**src/power_mode_pkg.sv**
```systemverilog
package power_mode_pkg;

	// ----------------------------------------------------------------
	// Register map
	// ----------------------------------------------------------------
	localparam logic [7:0] power_control_2_addr = 8'h00;
	localparam logic [7:0] system_options_1_addr = 8'h04;
	localparam logic [7:0] cpu_control_addr = 8'h08;
	localparam logic [7:0] pin_options_addr = 8'h0C;
	localparam logic [7:0] mode_status_addr = 8'h10;

	// power_control_2 fields
	localparam int lpr_bit = 0;
	localparam int regulator_standby_status_bit = 1;
	localparam int wake_to_full_regulation_bit = 2;
	localparam int off_select_bit = 3;
	localparam int wake_flag_bit = 4;
	localparam int release_bit = 5;
	// system_options_1 fields
	localparam int stop_allow_bit = 0;
	localparam int wait_allow_bit = 1;
	// cpu_control fields
	localparam int ird_bit = 0;
	// pin_options fields
	localparam int mux_select_bit = 0;
	localparam int pullup_bit = 1;
	localparam int rtc_enable_bit = 2;
	localparam int pin_input_bit = 3;

	// Values after reset
	localparam logic [1:0] options_reset = 2'h2;
	localparam logic cpu_control_reset = 1'b0;
	localparam logic [3:0] pin_options_reset = 4'h8;

	// Reset vector locations
	localparam logic [31:0] status_word_addr = 32'h0000_0000;
	localparam logic [31:0] program_counter_addr = 32'h0000_0004;

	localparam logic [1:0] resp_okay = 2'h0;
	localparam logic [1:0] resp_slverr = 2'h2;

	typedef enum logic [3:0] {
		st_boot, st_run, st_lowpower_run, st_wait, st_lowpower_wait,
		st_power_off_stop, st_standby_stop, st_regulated_stop, st_halt
	} mode_type;

	typedef struct packed {
		logic off_select;
		logic wake_to_full_regulation;
		logic low_power_request;
	} power_ctl_type;

	typedef struct packed {
		logic wakeup_pin_is_input;
		logic rtc_wake_enable;
		logic wakeup_pin_pullup_enable;
		logic debug_pin_mux_select;
	} pin_opts_type;

endpackage

```
**src/sync_2ff.sv**
```systemverilog
`timescale 1ns/100ps
`default_nettype none

module sync_2ff #(
	parameter int WIDTH = 1,
	parameter logic [WIDTH-1:0] INIT = '0
) (
	// Clock and reset
	input wire logic clk,
	input wire logic rst_n,
	// Data
	input wire logic [WIDTH-1:0] async_in,
	output logic [WIDTH-1:0] sync_out
);

	logic [WIDTH-1:0] meta_q;

	always_ff @(posedge clk or negedge rst_n) begin
		if (!rst_n) begin
			meta_q <= INIT;
			sync_out <= INIT;
		end else begin
			meta_q <= async_in;
			sync_out <= meta_q;
		end
	end

endmodule

`default_nettype wire

```
**src/power_mode_controller.sv**
```systemverilog
// Decided for this implementation: the AXI4-Lite interface to the registers and the address map.
`timescale 1ns/100ps
`default_nettype none

module power_mode_controller #(
	parameter int PINS = 8
) (
	// Clock and reset
	input wire logic clk_sys,
	input wire logic resetn,
	// AXI4-Lite slave
	input wire logic [7:0] s_axi_awaddr,
	input wire logic s_axi_awvalid,
	output logic s_axi_awready,
	input wire logic [31:0] s_axi_wdata,
	input wire logic [3:0] s_axi_wstrb,
	input wire logic s_axi_wvalid,
	output logic s_axi_wready,
	output logic [1:0] s_axi_bresp,
	output logic s_axi_bvalid,
	input wire logic s_axi_bready,
	input wire logic [7:0] s_axi_araddr,
	input wire logic s_axi_arvalid,
	output logic s_axi_arready,
	output logic [31:0] s_axi_rdata,
	output logic [1:0] s_axi_rresp,
	output logic s_axi_rvalid,
	input wire logic s_axi_rready,
	// CPU and debug controller
	input wire logic stop_exec,
	input wire logic irq_pending,
	input wire logic cpu_halted,
	input wire logic debug_go,
	input wire logic background_cmd,
	input wire logic mem_status_cmd,
	input wire logic debug_enable_in_stop,
	input wire logic lv_detect_enable,
	input wire logic lv_detect_stop_enable,
	output logic cpu_clock_enable,
	output logic periph_clock_enable,
	output logic regulator_standby,
	output logic vector_fetch,
	output logic irq_exception_start,
	output logic illegal_reset,
	output logic illegal_exception,
	output logic stop_wait_error,
	output logic module_reset,
	// Pins and wake sources
	input wire logic debug_pin,
	input wire logic wakeup_reset_pin,
	input wire logic rtc_wake,
	input wire logic [PINS-1:0] port_drive,
	output logic [PINS-1:0] pin_drive,
	output logic wakeup_pin_pullup,
	// Clock generator
	input wire logic lowrange_osc_running,
	input wire logic internal_ref_mode,
	input wire logic ext_ref_stop_enable,
	output logic osc_enable_in_stop
);

	// ----------------------------------------------------------------
	// Reset release and synchronisers
	// ----------------------------------------------------------------
	logic rst_meta_q, rst_n;
	logic debug_pin_s, wake_pin_s, rtc_wake_s;
	logic debug_pin_prev_q;
	logic debug_fall;

	always_ff @(posedge clk_sys or negedge resetn) begin
		if (!resetn) begin
			rst_meta_q <= 1'b0;
			rst_n <= 1'b0;
		end else begin
			rst_meta_q <= 1'b1;
			rst_n <= rst_meta_q;
		end
	end

	// wake inputs synchronised
	// Raw reset: pin already sampled when internal reset rises
	// Idle levels: debug pin high, wake pin high, RTC quiet
	sync_2ff #(.WIDTH(3), .INIT(3'h6)) pin_sync (
		.clk(clk_sys),
		.rst_n(resetn),
		.async_in({debug_pin, wakeup_reset_pin, rtc_wake}),
		.sync_out({debug_pin_s, wake_pin_s, rtc_wake_s})
	);

	always_ff @(posedge clk_sys or negedge rst_n) begin
		if (!rst_n) begin
			debug_pin_prev_q <= 1'b1;
		end else begin
			debug_pin_prev_q <= debug_pin_s;
		end
	end

	// ----------------------------------------------------------------
	// Registers and state
	// ----------------------------------------------------------------
	power_mode_pkg::mode_type mode_q;
	power_mode_pkg::power_ctl_type pctl_q;
	power_mode_pkg::pin_opts_type popt_q;
	logic [1:0] options_q;
	logic ird_q;
	logic wake_flag_q, latch_hold_q, wake_to_full_regulation_at_stop_q, dbg_at_stop_q, osc_keep_q;
	logic [PINS-1:0] pin_q;
	logic wr_go, wr_release, wr_pc2, stop_go, deep_wake;
	logic [31:0] wdata_q;
	logic [7:0] awaddr_q;
	logic aw_have_q, w_have_q;
	power_mode_pkg::mode_type stop_target;
	logic stop_illegal;
	logic in_stop;
	logic lp_exit;

	assign debug_fall = debug_pin_prev_q && !debug_pin_s && !popt_q.debug_pin_mux_select;
	assign in_stop = mode_q == power_mode_pkg::st_power_off_stop
		|| mode_q == power_mode_pkg::st_standby_stop
		|| mode_q == power_mode_pkg::st_regulated_stop;
	// pin low when input, or enabled RTC
	assign deep_wake = mode_q == power_mode_pkg::st_power_off_stop
		&& ((!wake_pin_s && popt_q.wakeup_pin_is_input)
		|| (rtc_wake_s && popt_q.rtc_wake_enable));
	assign stop_go = stop_exec && (mode_q == power_mode_pkg::st_run
		|| mode_q == power_mode_pkg::st_lowpower_run);
	// low-power exits drop request
	// Otherwise run would fall straight back into lowpower_run
	assign lp_exit = mode_q == power_mode_pkg::st_lowpower_run && !stop_go
		&& (debug_fall || irq_pending && pctl_q.wake_to_full_regulation)
		|| (mode_q == power_mode_pkg::st_lowpower_wait || mode_q == power_mode_pkg::st_standby_stop)
		&& (debug_fall || irq_pending && wake_to_full_regulation_at_stop_q);

	// ----------------------------------------------------------------
	// STOP resolution
	// ----------------------------------------------------------------
	// single cycle target decision
	always_comb begin
		stop_illegal = 1'b0;
		stop_target = mode_q;
		if (!options_q[power_mode_pkg::stop_allow_bit]
			&& !options_q[power_mode_pkg::wait_allow_bit]) begin
			stop_illegal = 1'b1;
		end else if (options_q[power_mode_pkg::wait_allow_bit]) begin
			stop_target = mode_q == power_mode_pkg::st_lowpower_run
				? power_mode_pkg::st_lowpower_wait : power_mode_pkg::st_wait;
		end else if (debug_enable_in_stop
			|| (lv_detect_enable && lv_detect_stop_enable)) begin
			stop_target = power_mode_pkg::st_regulated_stop;
		end else begin
			// control bits pick the stop mode
			stop_target = pctl_q.off_select ? power_mode_pkg::st_power_off_stop
				: power_mode_pkg::st_standby_stop;
		end
	end

	// ----------------------------------------------------------------
	// Mode sequencer
	// ----------------------------------------------------------------
	always_ff @(posedge clk_sys or negedge rst_n) begin
		if (!rst_n) begin
			mode_q <= power_mode_pkg::st_boot;
		end else begin
			case (mode_q)
				power_mode_pkg::st_boot: begin
					mode_q <= debug_pin_s ? power_mode_pkg::st_run : power_mode_pkg::st_halt;
				end
				power_mode_pkg::st_run: begin
					if (stop_go) begin
						if (!stop_illegal) begin
							mode_q <= stop_target;
						end
					end else if (pctl_q.low_power_request && !cpu_halted) begin
						mode_q <= power_mode_pkg::st_lowpower_run;
					end
				end
				power_mode_pkg::st_lowpower_run: begin
					if (stop_go) begin
						if (!stop_illegal) begin
							mode_q <= stop_target;
						end
					end else if (!pctl_q.low_power_request || debug_fall
						|| (irq_pending && pctl_q.wake_to_full_regulation)) begin
						mode_q <= power_mode_pkg::st_run;
					end
				end
				power_mode_pkg::st_wait: begin
					if (background_cmd && dbg_at_stop_q) begin
						mode_q <= power_mode_pkg::st_halt;
					end else if (irq_pending) begin
						mode_q <= power_mode_pkg::st_run;
					end
				end
				power_mode_pkg::st_lowpower_wait, power_mode_pkg::st_standby_stop: begin
					if (debug_fall) begin
						mode_q <= power_mode_pkg::st_run;
					end else if (irq_pending) begin
						mode_q <= wake_to_full_regulation_at_stop_q || !pctl_q.low_power_request
							? power_mode_pkg::st_run : power_mode_pkg::st_lowpower_run;
					end
				end
				power_mode_pkg::st_regulated_stop: begin
					if (background_cmd && dbg_at_stop_q) begin
						mode_q <= power_mode_pkg::st_halt;
					end else if (irq_pending) begin
						mode_q <= power_mode_pkg::st_run;
					end
				end
				power_mode_pkg::st_power_off_stop: begin
					if (deep_wake) begin
						mode_q <= power_mode_pkg::st_boot;
					end
				end
				power_mode_pkg::st_halt: begin
					if (debug_go) begin
						mode_q <= power_mode_pkg::st_run;
					end
				end
				default: begin
					mode_q <= power_mode_pkg::st_boot;
				end
			endcase
		end
	end

	// Flags captured when the STOP is taken
	always_ff @(posedge clk_sys or negedge rst_n) begin
		if (!rst_n) begin
			wake_to_full_regulation_at_stop_q <= 1'b0;
			dbg_at_stop_q <= 1'b0;
			osc_keep_q <= 1'b0;
		end else if (stop_go && !stop_illegal) begin
			wake_to_full_regulation_at_stop_q <= pctl_q.wake_to_full_regulation;
			dbg_at_stop_q <= debug_enable_in_stop;
			// low-range oscillator kept unless internal reference
			osc_keep_q <= lowrange_osc_running && !internal_ref_mode;
		end
	end

	// ----------------------------------------------------------------
	// Event outputs
	// ----------------------------------------------------------------
	always_ff @(posedge clk_sys or negedge rst_n) begin
		if (!rst_n) begin
			vector_fetch <= 1'b0;
			irq_exception_start <= 1'b0;
			illegal_reset <= 1'b0;
			illegal_exception <= 1'b0;
			stop_wait_error <= 1'b0;
			module_reset <= 1'b0;
		end else begin
			vector_fetch <= mode_q == power_mode_pkg::st_boot;
			irq_exception_start <= irq_pending && (mode_q == power_mode_pkg::st_wait
				|| mode_q == power_mode_pkg::st_lowpower_wait);
			illegal_reset <= stop_go && stop_illegal && !ird_q;
			illegal_exception <= stop_go && stop_illegal && ird_q;
			// memory status commands refused in stop, wait and low-power wait
			stop_wait_error <= mem_status_cmd && (in_stop
				|| mode_q == power_mode_pkg::st_wait || mode_q == power_mode_pkg::st_lowpower_wait);
			// RTC is not on this reset
			module_reset <= deep_wake;
		end
	end

	// CPU clock only in run, lowpower_run and halt
	assign cpu_clock_enable = mode_q == power_mode_pkg::st_run
		|| mode_q == power_mode_pkg::st_lowpower_run || mode_q == power_mode_pkg::st_halt;
	assign periph_clock_enable = !in_stop && mode_q != power_mode_pkg::st_boot;

	// ----------------------------------------------------------------
	// Regulator and pins
	// ----------------------------------------------------------------
	always_ff @(posedge clk_sys or negedge rst_n) begin
		if (!rst_n) begin
			regulator_standby <= 1'b0;
			wakeup_pin_pullup <= 1'b0;
			osc_enable_in_stop <= 1'b0;
		end else begin
			regulator_standby <= !debug_enable_in_stop && (mode_q == power_mode_pkg::st_lowpower_run
				|| mode_q == power_mode_pkg::st_lowpower_wait
				|| mode_q == power_mode_pkg::st_standby_stop
				|| mode_q == power_mode_pkg::st_power_off_stop);
			wakeup_pin_pullup <= mode_q == power_mode_pkg::st_power_off_stop
				&& popt_q.wakeup_pin_pullup_enable;
			osc_enable_in_stop <= ext_ref_stop_enable || osc_keep_q;
		end
	end

	always_ff @(posedge clk_sys or negedge rst_n) begin
		if (!rst_n) begin
			latch_hold_q <= 1'b0;
			wake_flag_q <= 1'b0;
		end else begin
			// hold until the release write, set wins
			if (stop_go && !stop_illegal && stop_target == power_mode_pkg::st_power_off_stop) begin
				latch_hold_q <= 1'b1;
			end else if (wr_release) begin
				latch_hold_q <= 1'b0;
			end
			if (deep_wake) begin
				wake_flag_q <= 1'b1;
			end else if (wr_release) begin
				wake_flag_q <= 1'b0;
			end
		end
	end

	// pins follow current drive once opened
	always_ff @(posedge clk_sys or negedge rst_n) begin
		if (!rst_n) begin
			pin_q <= '0;
		end else if (!latch_hold_q) begin
			pin_q <= port_drive;
		end
	end
	assign pin_drive = pin_q;

	// ----------------------------------------------------------------
	// AXI4-Lite slave
	// ----------------------------------------------------------------
	assign s_axi_awready = !aw_have_q && !s_axi_bvalid;
	assign s_axi_wready = !w_have_q && !s_axi_bvalid;
	assign s_axi_arready = !s_axi_rvalid;
	assign wr_go = aw_have_q && w_have_q && !s_axi_bvalid;
	assign wr_pc2 = wr_go && awaddr_q == power_mode_pkg::power_control_2_addr;
	assign wr_release = wr_pc2 && wdata_q[power_mode_pkg::release_bit];

	always_ff @(posedge clk_sys or negedge rst_n) begin
		if (!rst_n) begin
			aw_have_q <= 1'b0;
			w_have_q <= 1'b0;
			awaddr_q <= 8'h00;
			wdata_q <= 32'h0000_0000;
			s_axi_bvalid <= 1'b0;
			s_axi_bresp <= power_mode_pkg::resp_okay;
		end else begin
			if (s_axi_awvalid && s_axi_awready) begin
				aw_have_q <= 1'b1;
				awaddr_q <= s_axi_awaddr;
			end
			if (s_axi_wvalid && s_axi_wready) begin
				w_have_q <= 1'b1;
				wdata_q <= s_axi_wstrb[0] ? s_axi_wdata : 32'h0000_0000;
			end
			if (wr_go) begin
				aw_have_q <= 1'b0;
				w_have_q <= 1'b0;
				s_axi_bvalid <= 1'b1;
				s_axi_bresp <= awaddr_q > power_mode_pkg::mode_status_addr
					|| awaddr_q[1:0] != 2'h0 ? power_mode_pkg::resp_slverr
					: power_mode_pkg::resp_okay;
			end else if (s_axi_bready) begin
				s_axi_bvalid <= 1'b0;
			end
		end
	end

	// Power control survives the deep stop restart; the rest does not
	always_ff @(posedge clk_sys or negedge rst_n) begin
		if (!rst_n) begin
			// system reset clears the low-power request; module_reset does not
			pctl_q <= '0;
		end else if (lp_exit) begin
			pctl_q.low_power_request <= 1'b0;
		end else if (wr_pc2) begin
			pctl_q <= {wdata_q[power_mode_pkg::off_select_bit],
				wdata_q[power_mode_pkg::wake_to_full_regulation_bit], wdata_q[power_mode_pkg::lpr_bit]};
		end
	end

	always_ff @(posedge clk_sys or negedge rst_n) begin
		if (!rst_n) begin
			options_q <= power_mode_pkg::options_reset;
			ird_q <= power_mode_pkg::cpu_control_reset;
			popt_q <= power_mode_pkg::pin_options_reset;
		end else if (module_reset) begin
			// module registers reset on deep stop wake
			options_q <= power_mode_pkg::options_reset;
			ird_q <= power_mode_pkg::cpu_control_reset;
			popt_q <= power_mode_pkg::pin_options_reset;
		end else if (wr_go && awaddr_q == power_mode_pkg::system_options_1_addr) begin
			options_q <= wdata_q[1:0];
		end else if (wr_go && awaddr_q == power_mode_pkg::cpu_control_addr) begin
			ird_q <= wdata_q[power_mode_pkg::ird_bit];
		end else if (wr_go && awaddr_q == power_mode_pkg::pin_options_addr) begin
			popt_q <= wdata_q[3:0];
		end
	end

	always_ff @(posedge clk_sys or negedge rst_n) begin
		if (!rst_n) begin
			s_axi_rvalid <= 1'b0;
			s_axi_rdata <= 32'h0000_0000;
			s_axi_rresp <= power_mode_pkg::resp_okay;
		end else if (s_axi_arvalid && s_axi_arready) begin
			s_axi_rvalid <= 1'b1;
			s_axi_rresp <= power_mode_pkg::resp_okay;
			s_axi_rdata <= 32'h0000_0000;
			case (s_axi_araddr)
				power_mode_pkg::power_control_2_addr: begin
					s_axi_rdata[5:0] <= {1'b0, wake_flag_q, pctl_q.off_select,
						pctl_q.wake_to_full_regulation, regulator_standby,
						pctl_q.low_power_request};
				end
				power_mode_pkg::system_options_1_addr: begin
					s_axi_rdata[1:0] <= options_q;
				end
				power_mode_pkg::cpu_control_addr: begin
					s_axi_rdata[0] <= ird_q;
				end
				power_mode_pkg::pin_options_addr: begin
					s_axi_rdata[3:0] <= popt_q;
				end
				power_mode_pkg::mode_status_addr: begin
					s_axi_rdata[3:0] <= mode_q;
				end
				default: begin
					s_axi_rresp <= power_mode_pkg::resp_slverr;
				end
			endcase
		end else if (s_axi_rready) begin
			s_axi_rvalid <= 1'b0;
		end
	end
endmodule

`default_nettype wire

```
**config.mk**
```make
export PLATFORM = sky130hd
export DESIGN_NAME = power_mode_controller
export DESIGN_NICKNAME = d
export VERILOG_FILES = /design/src/power_mode_pkg.sv /design/src/sync_2ff.sv /design/src/power_mode_controller.sv
export SDC_FILE = /design/constraint.sdc
export NUM_CORES = 1
export LEC_CHECK = 0
export CORE_UTILIZATION = 57
export DETAILED_ROUTE_END_ITERATION = 8
export DONT_BUFFER_PORTS = 1
export GPL_ROUTABILITY_DRIVEN = 0
export GPL_TIMING_DRIVEN = 0
export PLACE_DENSITY = 0.85
export SLEW_MARGIN = 20
export SYNTH_ARGS = -nofsm -noshare
export SYNTH_HDL_FRONTEND = slang
export SYNTH_HIERARCHICAL = 1
export SYNTH_SLANG_ARGS = --single-unit
```
**constraint.sdc**
```tcl
create_clock -name clk_sys -period 2.1 [get_ports clk_sys]
set_clock_uncertainty 0.2 [all_clocks]
set_input_delay 0.21 -clock clk_sys [delete_from_list [all_inputs] [get_ports clk_sys]]
set_output_delay 0.21 -clock clk_sys [all_outputs]
set_load 0.03 [all_outputs]
```
Yosys cells after proc, flatten, opt, wreduce, memory -nomap -nowiden

Index checks and enable logic that the tools add are counted.

Order comparisons: 1
Reduce and logical (&&, ||, !) cells: 98
Multiplexer cells: 49
Equality and inequality tests: 24
Bitwise gates (word level): 1
Shift operators: 0
Multipliers: 0
$add $sub $neg: 0
Div/mod/pow operators: 0

Operator list:

| operator                                            | count |
|---|---|
| 2-to-1 mux 4 bit                                    | 17 |
| logical AND 1 bit                                   | 38 |
| == test 8 x 4 -> 1 bit (second input constant)      | 4 |
| one-hot mux 4 bit (7 select lines)                  | 1 |
| nonzero test 2 bit                                  | 11 |
| logical OR 1 bit                                    | 21 |
| == test 4 x 3 -> 1 bit (second input constant)      | 5 |
| 2-to-1 mux 1 bit                                    | 18 |
| logical NOT 1 bit                                   | 17 |
| == test 8 x 3 -> 1 bit (second input constant)      | 2 |
| logical NOT 8 bit                                   | 2 |
| 2-to-1 mux 2 bit                                    | 7 |
| != test 3 bit (second input constant)               | 3 |
| == test 4 x 2 -> 1 bit (second input constant)      | 2 |
| == test 8 x 5 -> 1 bit (second input constant)      | 1 |
| > comparator 8 x 5 -> 1 bit (second input constant) | 1 |
| != test 2 bit (second input constant)               | 4 |
| 2-to-1 mux 3 bit                                    | 2 |
| 2-to-1 mux 6 bit                                    | 1 |
| one-hot mux 2 bit (3 select lines)                  | 1 |
| AND reduction 6 bit                                 | 1 |
| one-hot mux 1 bit (5 select lines)                  | 1 |
| OR reduction 5 bit                                  | 1 |
| == test 4 x 1 -> 1 bit (second input constant)      | 1 |
| 9 further kinds                                     | 11 |

Bits in latches: 0
ROM bits: 0
Memory bits (writable): 0
Word-level logic and storage cells: 212
Bits of input ports: 82
Bits in registers: 73
Memories: 0
Output and inout port bits: 60

Logic depth before layout (Yosys ltp)

Gate-level depths: netlist (run 1).

Depth in word-level cells: 9
Mapped depth: 7

Modules after synthesis

Netlist (run 1), hierarchy kept.

By module, submodules not included:

| module                | area each (um2) | instances | cells an instance |
|---|---|---|---|
| power_mode_controller | 3,210.6         | 1         | 315 |
| sync_2ff              | 155.1           | 1         | 6 |

Worst setup path before layout (run 1)

No wires, ideal clock.

Path type: reg2reg
From: reg s_axi_bvalid
To: reg awaddr_q[0]
Slack: -70 ps
Library setup time: 125 ps
Stages on the path, launching flop included: 5
Clock period less this slack: 2,170 ps
Buffers on the path: 1
Arrival: 1,845 ps
Cell sequence: dfrtp_1 > nor2_1 > and2_1 > clkbuf_1 > mux2_2

Cells in the longest elaborated chain, start to end: 3

Ends and longest elaborated chain:

| element                | line                         | RTL |
|---|---|---|
| start, declared        | power_mode_controller.sv:20  | `output logic s_axi_bvalid,` |
| start signal, assigned | power_mode_controller.sv:334 | `s_axi_bvalid <= 1'b0;` |
| start signal, assigned | power_mode_controller.sv:348 | `s_axi_bvalid <= 1'b1;` |
| start signal, assigned | power_mode_controller.sv:353 | `s_axi_bvalid <= 1'b0;` |
| logical NOT 1 bit      | power_mode_controller.sv:321 | `assign s_axi_awready = !aw_have_q && !s_axi_bvalid;` |
| logical AND 1 bit      | power_mode_controller.sv:321 |  |
| net s_axi_awready      | power_mode_controller.sv:14  | `output logic s_axi_awready,` |
| logical AND 1 bit      | power_mode_controller.sv:337 | `if (s_axi_awvalid && s_axi_awready) begin` |
| end signal, assigned   | power_mode_controller.sv:339 | `awaddr_q <= s_axi_awaddr;` |
| end, declared          | power_mode_controller.sv:110 | `logic [7:0] awaddr_q;` |

The timed path passes the listed nets, and every way through them passes these cells.
A chain may end at the register's enable or synchronous reset.

Final worst setup path (run 1)

From: reg mode_q[2]
To: reg mode_q[1]

Cells in the longest elaborated chain, start to end: 7

Ends and longest elaborated chain:

| element                             | line                                                                                     | RTL |
|---|---|---|
| start, declared                     | power_mode_controller.sv:101                                                             | `power_mode_pkg::mode_type mode_q;` |
| start signal, assigned              | power_mode_controller.sv:162                                                             | `mode_q <= power_mode_pkg::st_boot;` |
| start signal, assigned              | power_mode_controller.sv:166                                                             | `mode_q <= debug_pin_s ? power_mode_pkg::st_run : power_mode_pkg::st_halt;` |
| start signal, assigned              | power_mode_controller.sv:171                                                             | `mode_q <= stop_target;` |
| == test 4 x 2 -> 1 bit              | power_mode_controller.sv:126, power_mode_controller.sv:145, power_mode_controller.sv:164 |  |
| 2-to-1 mux 3 bit                    | power_mode_controller.sv:146                                                             | `? power_mode_pkg::st_lowpower_wait : power_mode_pkg::st_wait;` |
| 2-to-1 mux 3 bit                    | power_mode_controller.sv:144                                                             | `end else if (options_q[power_mode_pkg::wait_allow_bit]) begin` |
| 2-to-1 mux 4 bit                    | power_mode_controller.sv:141                                                             | `if (!options_q[power_mode_pkg::stop_allow_bit]` |
| 2-to-1 mux 4 bit                    | power_mode_controller.sv:170, power_mode_controller.sv:179                               |  |
| 2-to-1 mux 4 bit (on tied branches) | power_mode_controller.sv:178, power_mode_controller.sv:169                               |  |
| one-hot mux 4 bit (7 select lines)  | power_mode_controller.sv:164                                                             | `case (mode_q)` |

Parallel ways exist; a longest one is shown, timed or not.

==> results of run 1 <==
[logic make-up after synthesis]
kind of cell	count (synthesis)	share of synthesized area, %
AOI/OAI and AO/OA	56	10.9
xor gates and xnor gates	2	0.521
buffers and inverters	52	9.33
DFF	69	51.6
muxes	32	10.3
other	2	0.223
and+or+nand+nor	108	17.2
[cell usage in the layout (no fill, tap or decap), types with 3 or more instances in the layout]
cell	netlist	final
nand3b_1	6	6
inv_1	8	8
o21ai_0	20	20
nor3_1	9	8
conb_1	2	30
nand2_1	34	33
clkbuf_8	0	12
nand2b_1	3	3
dfrtp_2	0	3
nor3b_1	4	3
mux2i_1	11	11
dfrtp_1	62	58
dfstp_2	7	7
mux2_2	20	19
clkbuf_1	11	6
nor4_1	4	3
a21o_1	4	4
nor2_1	25	21
dlygate4sd3_1	0	43
buf_4	29	39
a21oi_1	8	7
[report_power, final]
part / internal [mW] / leakage (nW) / switching [mW]
Sequential: 1.64 / 0.853 / 0.473
Clock: 0.645 / 0.106 / 0.486
Combinational: 0.731 / 1.10 / 0.928
Total: 3.02 / 2.06 / 1.89
[synthesized netlist by cell type (all sizes together), types with 2 or more instances]
| cell type | n |
|---|---|
| dfrtp | 62 |
| nand2 | 34 |
| buf | 33 |
| nor2 | 25 |
| mux2 | 21 |
| o21ai | 21 |
| clkbuf | 11 |
| mux2i | 11 |
| nor3 | 9 |
| a21oi | 8 |
| inv | 8 |
| dfstp | 7 |
| nand3b | 6 |
| nand3 | 5 |
| nor3b | 5 |
| nor4 | 5 |
| a21o | 4 |
| a2111oi | 3 |
| and2 | 3 |
| nand2b | 3 |
| a211o | 2 |
| a21boi | 2 |
| a22oi | 2 |
| conb | 2 |
| nor2b | 2 |
| o22ai | 2 |
| or2 | 2 |
[routing by layer]
metal / global-route usage, % / vias to the layer above / part of all wire [%] / wire (um)
li1: - / 1234 / - / -
met1: 32.2 / 1297 / 38 / 3120
met2: 45.7 / 173 / 50 / 4060
met3: 7.70 / 35 / 8.9 / 727
met4: 10.5 / 0 / 3.2 / 260
met5: 0 / - / 0 / 0
[worst reg2reg max path, stage by stage, from the launching register on]
cell and delay, ns:
dfrtp_2 0.48, or4b_4 0.61, nor2_1 0.13, a211o_1 0.15
or2_4 0.14, mux2_4 0.30
[timing repair]
| item | CTS | global route |
|---|---|---|
| hold buffers | 43 | 0 |
| pin swaps | 2 | 7 |
| setup buffers | 5 | 4 |
| endpoints found under the setup margin | 16 | 27 |
| resized for setup | 15 | 21 |
| hold endpoints to repair | 46 | 0 |
[how the worst min path moves through the flow]
stage,from,endpoint,slack (ns),depth (start not counted)
final,rst_n,latch_hold_q,0.0002,0
after global routing,resetn,rst_n,0.03,1
after CTS,resetn,rst_n,0.003,1
after detailed placement,resetn,pin_sync/meta_q[0],-0.29,0
after global placement,resetn,rst_meta_q,-0.29,0
after floorplan,resetn,pin_sync/meta_q[0],-0.29,0
[layout make-up]
| type | instances | area, um2 | share of cell area [%] |
|---|---|---|---|
| timing repair buffer | 53 | 518 | 11.7 |
| sequential | 69 | 1740 | 39.5 |
| multi-input combinational | 228 | 1550 | 35.1 |
| clock inverter | 3 | 42.5 | 0.963 |
| buffer | 40 | 275 | 6.23 |
| inverter | 8 | 30.0 | 0.680 |
| clock buffer | 13 | 169 | 3.82 |
| tap | 72 | 90.1 | 2.04 |
[state kept, by name (all words and copies together), names as in the netlist, 2 cells and up]
register	cells
pin_sync/meta_q	3
pin_drive	8
wdata_q	5
awaddr_q	8
pctl_q	3
s_axi_rdata	5
options_q	2
popt_q	4
mode_q	4
pin_sync/sync_out	3
==> results.txt, run 1 <==
Outcome -> finished with violations
Failing checks -> negative setup slack
Antenna Cells -> 0
CTS Buf Count -> 9
Netlist cell types -> 60
Most used DFF post-synth -> dfrtp_1
Gr ovfl total -> 0
Num rows -> 27
Top post-synthesis cells by area -> dfrtp_1 (46%), mux2_2 (6.7%), buf_4 (6.5%)
Worst setup EP type -> register
Fmax -> 475 MHz
Critical path's slowest cell -> or4b_4
Post-synth EDFFs -> 0
Setup TNS -> -0.0116 ns
Worst Setup Start Kind -> register
Min Clock Period, post-route -> 2.11 ns
Mapped Cells -> 321
Pre-CTS setup slack -> -0.205 ns
Crit path kind -> register to register
Min Hold Slack -> 0.000177 ns
Total power -> 4.91 mW
MaxCap Viol Count -> 0
Initial Utilization -> 60.0%
R2R Setup Slk -> -0.007 ns
Share of post-route cells with drive strength above 1 -> 28.5%
Finished Layout Cells -> 486
Final instance area -> 4420 um2
Routed vias/inst -> 5.64
RR Endpoint -> mode_q[1]
Actual slew at the worst max-slew pin -> 0.499 ns
Port Buffers -> 0
RSZ-0062 raised after global routing -> true
Cell leakage power -> 2.06 nW
Pwr per Cell Area -> 1110 nW/um2
Worst EP required -> 2.12 ns
Final nets -> 491
CP Depth -> 5
Fillers -> 368
Core Area -> 5610 um2
IO Count -> 142
Crit path arrival time -> 2.13 ns
Buffers and inverters on the worst path -> 0
Worst setup margin -> -0.00736 ns
Worst Setup SP -> mode_q[2]
Placed cell areas -> 3590 um2
Hold Crit Class -> register to async pin
FF+latch count, synth -> 69
Ys Warns -> 6
Post-synthesis sequential area ratio -> 51.6%
Final Hold Vio Count -> 0
Initial antenna violation count -> 0
Inst Count DP -> 422
Global-route wire length before repair -> 12.6 mm
Crit share post-route -> 100%
DP HPWL -> 5.05 mm
Clk slew on worst S/H paths -> 0.08 ns
Final setup viols -> 2
Die Ht -> 78.8 um
Die area -> 6220 um2
Starting DRT DRC Count -> 259
DR vias -> 2,739
Largest net degree at the start of global routing -> 44
H-tree levels -> 3
Root Buffer -> clkbuf_8
Slew Limit Fails -> 0
Reg2Reg Depth -> 5
CP Max Fanout -> 8
Synth top area share -> 46.1%
Number of global-route vias before repair -> 2,700
Crit-path cells -> or4b_4 > nor2_1 > a211o_1 > or2_4 > mux2_4
Mean routed wirelength per cell -> 16.8 um
TritonCTS clock tree -> yes
Setup crit end -> mode_q[1]
Peak VDD IR -> 0.799 mV
Top Family by Delay on Critical Path -> simple AND/OR/NAND/NOR gates
Slew HR -> 66.5%
Drt total wl -> 8.17 mm
Worst r2r src -> mode_q[2]
Gr usage total -> 26.9%
Synth-to-layout area growth -> 31.3%
DRC Markers -> 0
Async set or reset register ratio after synthesis -> 100%
Sink Count -> 69
Top cell type by total area after synthesis -> dfrtp_1
Mean Syn Cell Area -> 10.5 um2
Post-DRT Antenna Nets -> 0
Crit-path max cell delay -> 0.61 ns
Post-Syn Area -> 3370 um2
Max Root-Sink Buffers -> 2
DR pass1 iterations -> 5
Finished Core Util -> 78.8%
Worst skew pair latency -> 0.34 ns
Die width -> 78.8 um
Power figures use the tool's default switching activity.
==> run 2, diff against run 1 <==
==> constraint.sdc (replaced) <==
create_clock -name clk_sys -period 2.1 [get_ports clk_sys]
set_clock_uncertainty 0.2 [all_clocks]
set_input_delay 0.42 -clock clk_sys [delete_from_list [all_inputs] [get_ports clk_sys]]
set_output_delay 0.42 -clock clk_sys [all_outputs]
set_load 0.03 [all_outputs]
==> run 2 against run 1 <==
Effect of this change:
- the flow finishes with violations (negative hold slack, negative setup slack)
- clock-buffer cell count stayed put
- sequential share of layout area is 2.2 points higher
- maximum frequency is 4.1% lower
- worst hold slack worse by 0.0022 ns
- clock power hardly changed
- core utilization is 4.3 points lower
- cell count is 5.1% lower
- final area is 5.4% lower
- die area stayed put
- non-clock buffer count is 25 lower
- critical path type unchanged
- largest cell class unchanged
==> results.txt, run 2 (synthesis gave the netlist of run 1 again) <==
Failing checks -> negative hold slack, negative setup slack
Final instance area -> 4180 um2
Crit share post-route -> 105%
DRC Markers -> 0
Clk slew on worst S/H paths -> 0.08 ns
Worst Setup Start Kind -> register
Min Clock Period, post-route -> 2.20 ns
TritonCTS clock tree -> yes
Setup TNS -> -0.313 ns
Slew Limit Fails -> 0
Core Area -> 5610 um2
Slew HR -> 64.3%
Crit path arrival time -> 2.23 ns
Die Ht -> 78.8 um
Global-route wire length before repair -> 12.0 mm
Antenna Cells -> 0
Crit path kind -> register to register
Footprint of the multi-input gates -> 1560 um2
Top Family by Delay on Critical Path -> simple AND/OR/NAND/NOR gates
Cell leakage power -> 1.96 nW
Reg area -> 1740 um2
Pwr per Cell Area -> 1220 nW/um2
Placed cell areas -> 3590 um2
Fmax -> 455 MHz
Synth-to-layout area growth -> 24.2%
CP Max Fanout -> 8
Die area -> 6220 um2
Share of post-route cells with drive strength above 1 -> 32.9%
IO Count -> 142
RSZ-0062 raised after global routing -> true
Port Buffers -> 0
Clock power frac -> 22.4%
H-tree levels -> 3
Peak VDD IR -> 0.796 mV
Commonest non-fill, non-tap cell in the layout -> dfrtp_1
Sequential Power Share -> 41.3%
Die width -> 78.8 um
Routed vias/inst -> 5.80
DR pass1 iterations -> 6
Largest net degree at the start of global routing -> 44
Drt total wl -> 8.08 mm
Num rows -> 27
Root Buffer -> clkbuf_8
DR vias -> 2,676
CTS Buf Count -> 9
Max Root-Sink Buffers -> 2
Worst setup margin -> -0.0976 ns
Starting DRT DRC Count -> 209
Final Hold Vio Count -> 1
Gr ovfl total -> 0
Combinational cell fraction of total power -> 36.2%
Buffers and inverters on the worst path -> 0
Pint -> 3.11 mW
Most frequent cells in the layout -> dfrtp_1 (59), buf_4 (49), nand2_1 (33)
Total power -> 5.08 mW
Post-DRT Antenna Nets -> 0
Pre-CTS setup slack -> -0.205 ns
Worst skew pair latency -> 0.35 ns
Crit-path max cell delay -> 0.58 ns
Initial antenna violation count -> 0
MaxCap Viol Count -> 0
Final setup viols -> 7
Crit-path cells -> or4b_4 > o21ai_1 > a211oi_2 > nor2b_4 > mux2_4
Worst EP required -> 2.14 ns
Min Hold Slack -> -0.00203 ns
Sw Share -> 38.7%
Final nets -> 466
Initial Utilization -> 60.0%
DP HPWL -> 5.05 mm
Gr usage total -> 25.4%
Critical path's slowest cell -> or4b_4
Outcome -> finished with violations
Fillers -> 389
Worst setup EP type -> register
Sink Count -> 69
Actual slew at the worst max-slew pin -> 0.521 ns
P_sw -> 1.97 mW
Mean routed wirelength per cell -> 17.5 um
Hold Crit Class -> register to async pin
Number of global-route vias before repair -> 2,535
==> run 2: worst reg2reg max path: stages, from the launching register on <==
cell and delay [ns]:
dfrtp_2 0.48, or4b_4 0.58, o21ai_1 0.24, a211oi_2 0.14, nor2b_4 0.16, mux2_4 0.29
==> run 2: power groups by stage <==
stage          logic, mW  clock network [mW]  registers [mW]
2_1_floorplan       1.15                   0            2.02
6_report            1.84                1.14            2.10
3_5_place_dp        1.36                   0            2.08
5_1_grt             1.97                1.20            2.14
4_1_cts             1.62                1.14            2.08
3_3_place_gp        1.29                   0            2.07
==> run 2: per-layer routing <==
metal | share of wire, % | vias up | wire, um | track usage (%)
met2 | 49 | 180 | 3990 | 41.5
li1 | - | 1186 | - | -
met3 | 8.9 | 39 | 718 | 5.86
met4 | 3.4 | 0 | 273 | 13.6
met5 | 0 | - | 0 | 0
met1 | 38 | 1271 | 3100 | 31.3
==> run 2: area by class of cell <==
cell class	instances	area share [%]
Timing Repair Buffer	28	5.81
Sequential cell	69	41.7
Inverter	8	0.719
Clock buffer	13	4.04
Multi-Input combinational cell	228	37.4
Tap cell	72	2.16
Buffer	40	7.19
Clock inverter	3	1.02
==> run 2: timing repair <==
action / 4_1_cts / 5_1_grt
setup endpoints to repair: 16 / 28
setup buffers: 12 / 7
pin swaps: 11 / 12
resized for setup: 29 / 16
hold buffers: 8 / 0
endpoints found under the hold margin: 15 / 0
==> run 2: stage by stage <==
step                      instances  util, %
after detailed placement        422     64.0
after global routing            461     74.5
after CTS                       456     72.7
after floorplan                 349        -
after global placement          421     63.5
final                           461     74.5
==> run 2: worst paths after layout <==
| path | from | endpoint | slack, ns | depth (start not counted) |
|---|---|---|---|---|
| min reg2reg | rst_n | latch_hold_q | -0.002 | 0 |
| max reg2reg | mode_q[2] | pctl_q[1] | -0.1 | 5 |
| min in group clk_sys | s_axi_wstrb[0] | wdata_q[3] | 0.02 | 2 |
| min | rst_n | latch_hold_q | -0.002 | 0 |
| max in group asynchronous | rst_n | options_q[1] | 1.13 | 1 |
| max | mode_q[2] | pctl_q[1] | -0.1 | 5 |
==> run 3, diff against run 2 <==
==> constraint.sdc (replaced) <==
create_clock -name clk_sys -period 1.8 [get_ports clk_sys]
set_clock_uncertainty 0.2 [all_clocks]
set_input_delay 0.36 -clock clk_sys [delete_from_list [all_inputs] [get_ports clk_sys]]
set_output_delay 0.36 -clock clk_sys [all_outputs]
set_load 0.03 [all_outputs]
==> run 3 against run 2 <==
Effect of this change:
- the flow finishes with violations (negative setup slack)
- critical path depth increased by 2
- sequential power grew 19%
- sequential share of layout area fell by 3.1 points
- via count is 4.5% higher
- sequential cell count unchanged
- wire length is 7.8% higher
- critical endpoint is now mode_q[0]
- largest power group unchanged
==> results.txt, run 3 (synthesis gave the netlist of run 1 again) <==
Outcome -> finished with violations
Failing checks -> negative setup slack
Num rows -> 27
Routed vias/inst -> 5.67
Crit-path max cell delay -> 0.40 ns
CP Depth -> 7
Root Buffer -> clkbuf_8
Commonest non-fill, non-tap cell in the layout -> dfrtp_1
Peak VDD IR -> 0.898 mV
Setup TNS -> -3.76 ns
Pwr per Cell Area -> 1330 nW/um2
Number of global-route vias before repair -> 2,582
Synth-to-layout area growth -> 34.2%
Max Root-Sink Buffers -> 2
Actual slew at the worst max-slew pin -> 0.783 ns
Cell leakage power -> 2.10 nW
Die width -> 78.8 um
Sink Count -> 69
Worst EP required -> 1.82 ns
Post-DRT Antenna Nets -> 0
CTS Buf Count -> 9
Reg2Reg Depth -> 7
Worst setup EP type -> register
Initial antenna violation count -> 0
Critical path's slowest cell -> dfrtp_1
Starting DRT DRC Count -> 214
Final nets -> 498
Mean routed wirelength per cell -> 17.7 um
DRC Markers -> 0
Crit share post-route -> 121%
Global-route wire length before repair -> 12.5 mm
CP Max Fanout -> 8
DP HPWL -> 4.90 mm
Fmax -> 461 MHz
IO Count -> 142
Core Area -> 5610 um2
Crit path kind -> register to register
H-tree levels -> 3
Antenna Cells -> 0
Worst setup margin -> -0.370 ns
Share of post-route cells with drive strength above 1 -> 33.3%
Hold Path Cell Cnt -> 2
Worst skew pair latency -> 0.34 ns
MaxCap Viol Count -> 0
Die area -> 6220 um2
DR pass1 iterations -> 5
Min Hold Slack -> 0.0160 ns
Largest net degree at the start of global routing -> 62
Top Family by Delay on Critical Path -> compound AO/OA/AOI/OAI gates
DR vias -> 2,796
Die Ht -> 78.8 um
Most frequent cells in the layout -> dfrtp_1 (57), buf_4 (52), dlygate4sd3_1 (35)
Initial Utilization -> 60.0%
Clk slew on worst S/H paths -> 0.08 ns
RSZ-0062 raised after global routing -> true
Min Clock Period, post-route -> 2.17 ns
Drt total wl -> 8.71 mm
Slew Limit Fails -> 0
Hold Crit Class -> primary input to register
Port Buffers -> 0
Fillers -> 337
Final setup viols -> 19
TritonCTS clock tree -> yes
Worst Setup Start Kind -> register
Crit path arrival time -> 2.19 ns
Slew HR -> 47.8%
Gr usage total -> 26.8%
Final Hold Vio Count -> 0
Gr ovfl total -> 0
Buffers and inverters on the worst path -> 2
Crit-path cells -> buf_6 > buf_4 > nand3b_1 > nor3_1 > a211o_1 > or2_4 > o41a_1
-- run 3: cell types whose count changed in the layout (fill, tap and decap cells not counted), sizes merged --
cell | previous run | this run
dlygate4sd3 | 8 | 35
buf | 54 | 59
clkbuf | 19 | 21
clkinvlp | 1 | 0
clkinv | 1 | 0
-- run 3: per-layer routing --
layer / vias to the layer above / share of wire [%] / GRT usage [%]
met2: 157 / 49 / 42.7
met4: 0 / 3.2 / 14.7
met1: 1351 / 40 / 34.6
li1: 1253 / - / -
met3: 35 / 7.9 / 5.29
met5: - / 0 / 0
-- run 3: path summary, 6_finish.rpt --
| check | startpoint | slack (ns) | to |
|---|---|---|---|
| min | s_axi_arvalid | 0.02 | s_axi_rresp[1] |
| max | mode_q[1] | -0.37 | mode_q[0] |
| min reg2reg | pin_sync/meta_q[0] | 0.16 | pin_sync/sync_out[0] |
| max in group asynchronous | rst_n | 0.62 | s_axi_bvalid |
| max reg2reg | mode_q[1] | -0.37 | mode_q[0] |
| min in group asynchronous | resetn | 0.15 | rst_n |
-- run 3: stage by stage --
step | instance area, um2 | cells | utilization (%) | setup WS (ns) | power (mW)
after floorplan | 3500 | 349 | - | -0.282 | 3.73
after global placement | 3590 | 421 | 64.1 | -0.500 | 3.96
after detailed placement | 3590 | 421 | 64.1 | -0.461 | 4.03
after CTS | 4330 | 482 | 77.2 | -0.326 | 5.61
after global routing | 4520 | 493 | 80.5 | -0.397 | 6.25
final | 4520 | 493 | 80.5 | -0.370 | 6.00
-- run 3: where the power goes --
group          internal (mW)  leakage, nW  switching, mW
sequential              1.92        0.851          0.571
clock                  0.682       0.0919          0.542
combinational           1.09         1.16           1.20
-- run 3: worst reg2reg max path, delay by kind of cell (launching register included) --
kind	cells	cell delay, ns
AOI/OAI and AO/OA	2	0.63
and+or+nand+nor	3	0.52
DFF	1	0.40
buffers and inverters	2	0.30
-- run 3: final cells by class --
type / count / area [um2] / area share [%]
Sequential cell: 69 / 1740 / 38.6
Multi-Input combinational cell: 228 / 1610 / 35.7
Timing Repair Buffer: 60 / 549 / 12.2
Buffer: 40 / 302 / 6.68
Clock buffer: 15 / 156 / 3.46
Tap cell: 72 / 90.1 / 2.00
Clock inverter: 1 / 30.0 / 0.665
Inverter: 8 / 30.0 / 0.665
-- run 3: repair_timing --
action,4_1_cts,5_1_grt
setup endpoints to repair,36,34
pin swaps,9,13
hold buffers,35,0
cloned,0,0
resized for setup,32,32
setup buffers,14,11
hold endpoints to repair,41,0
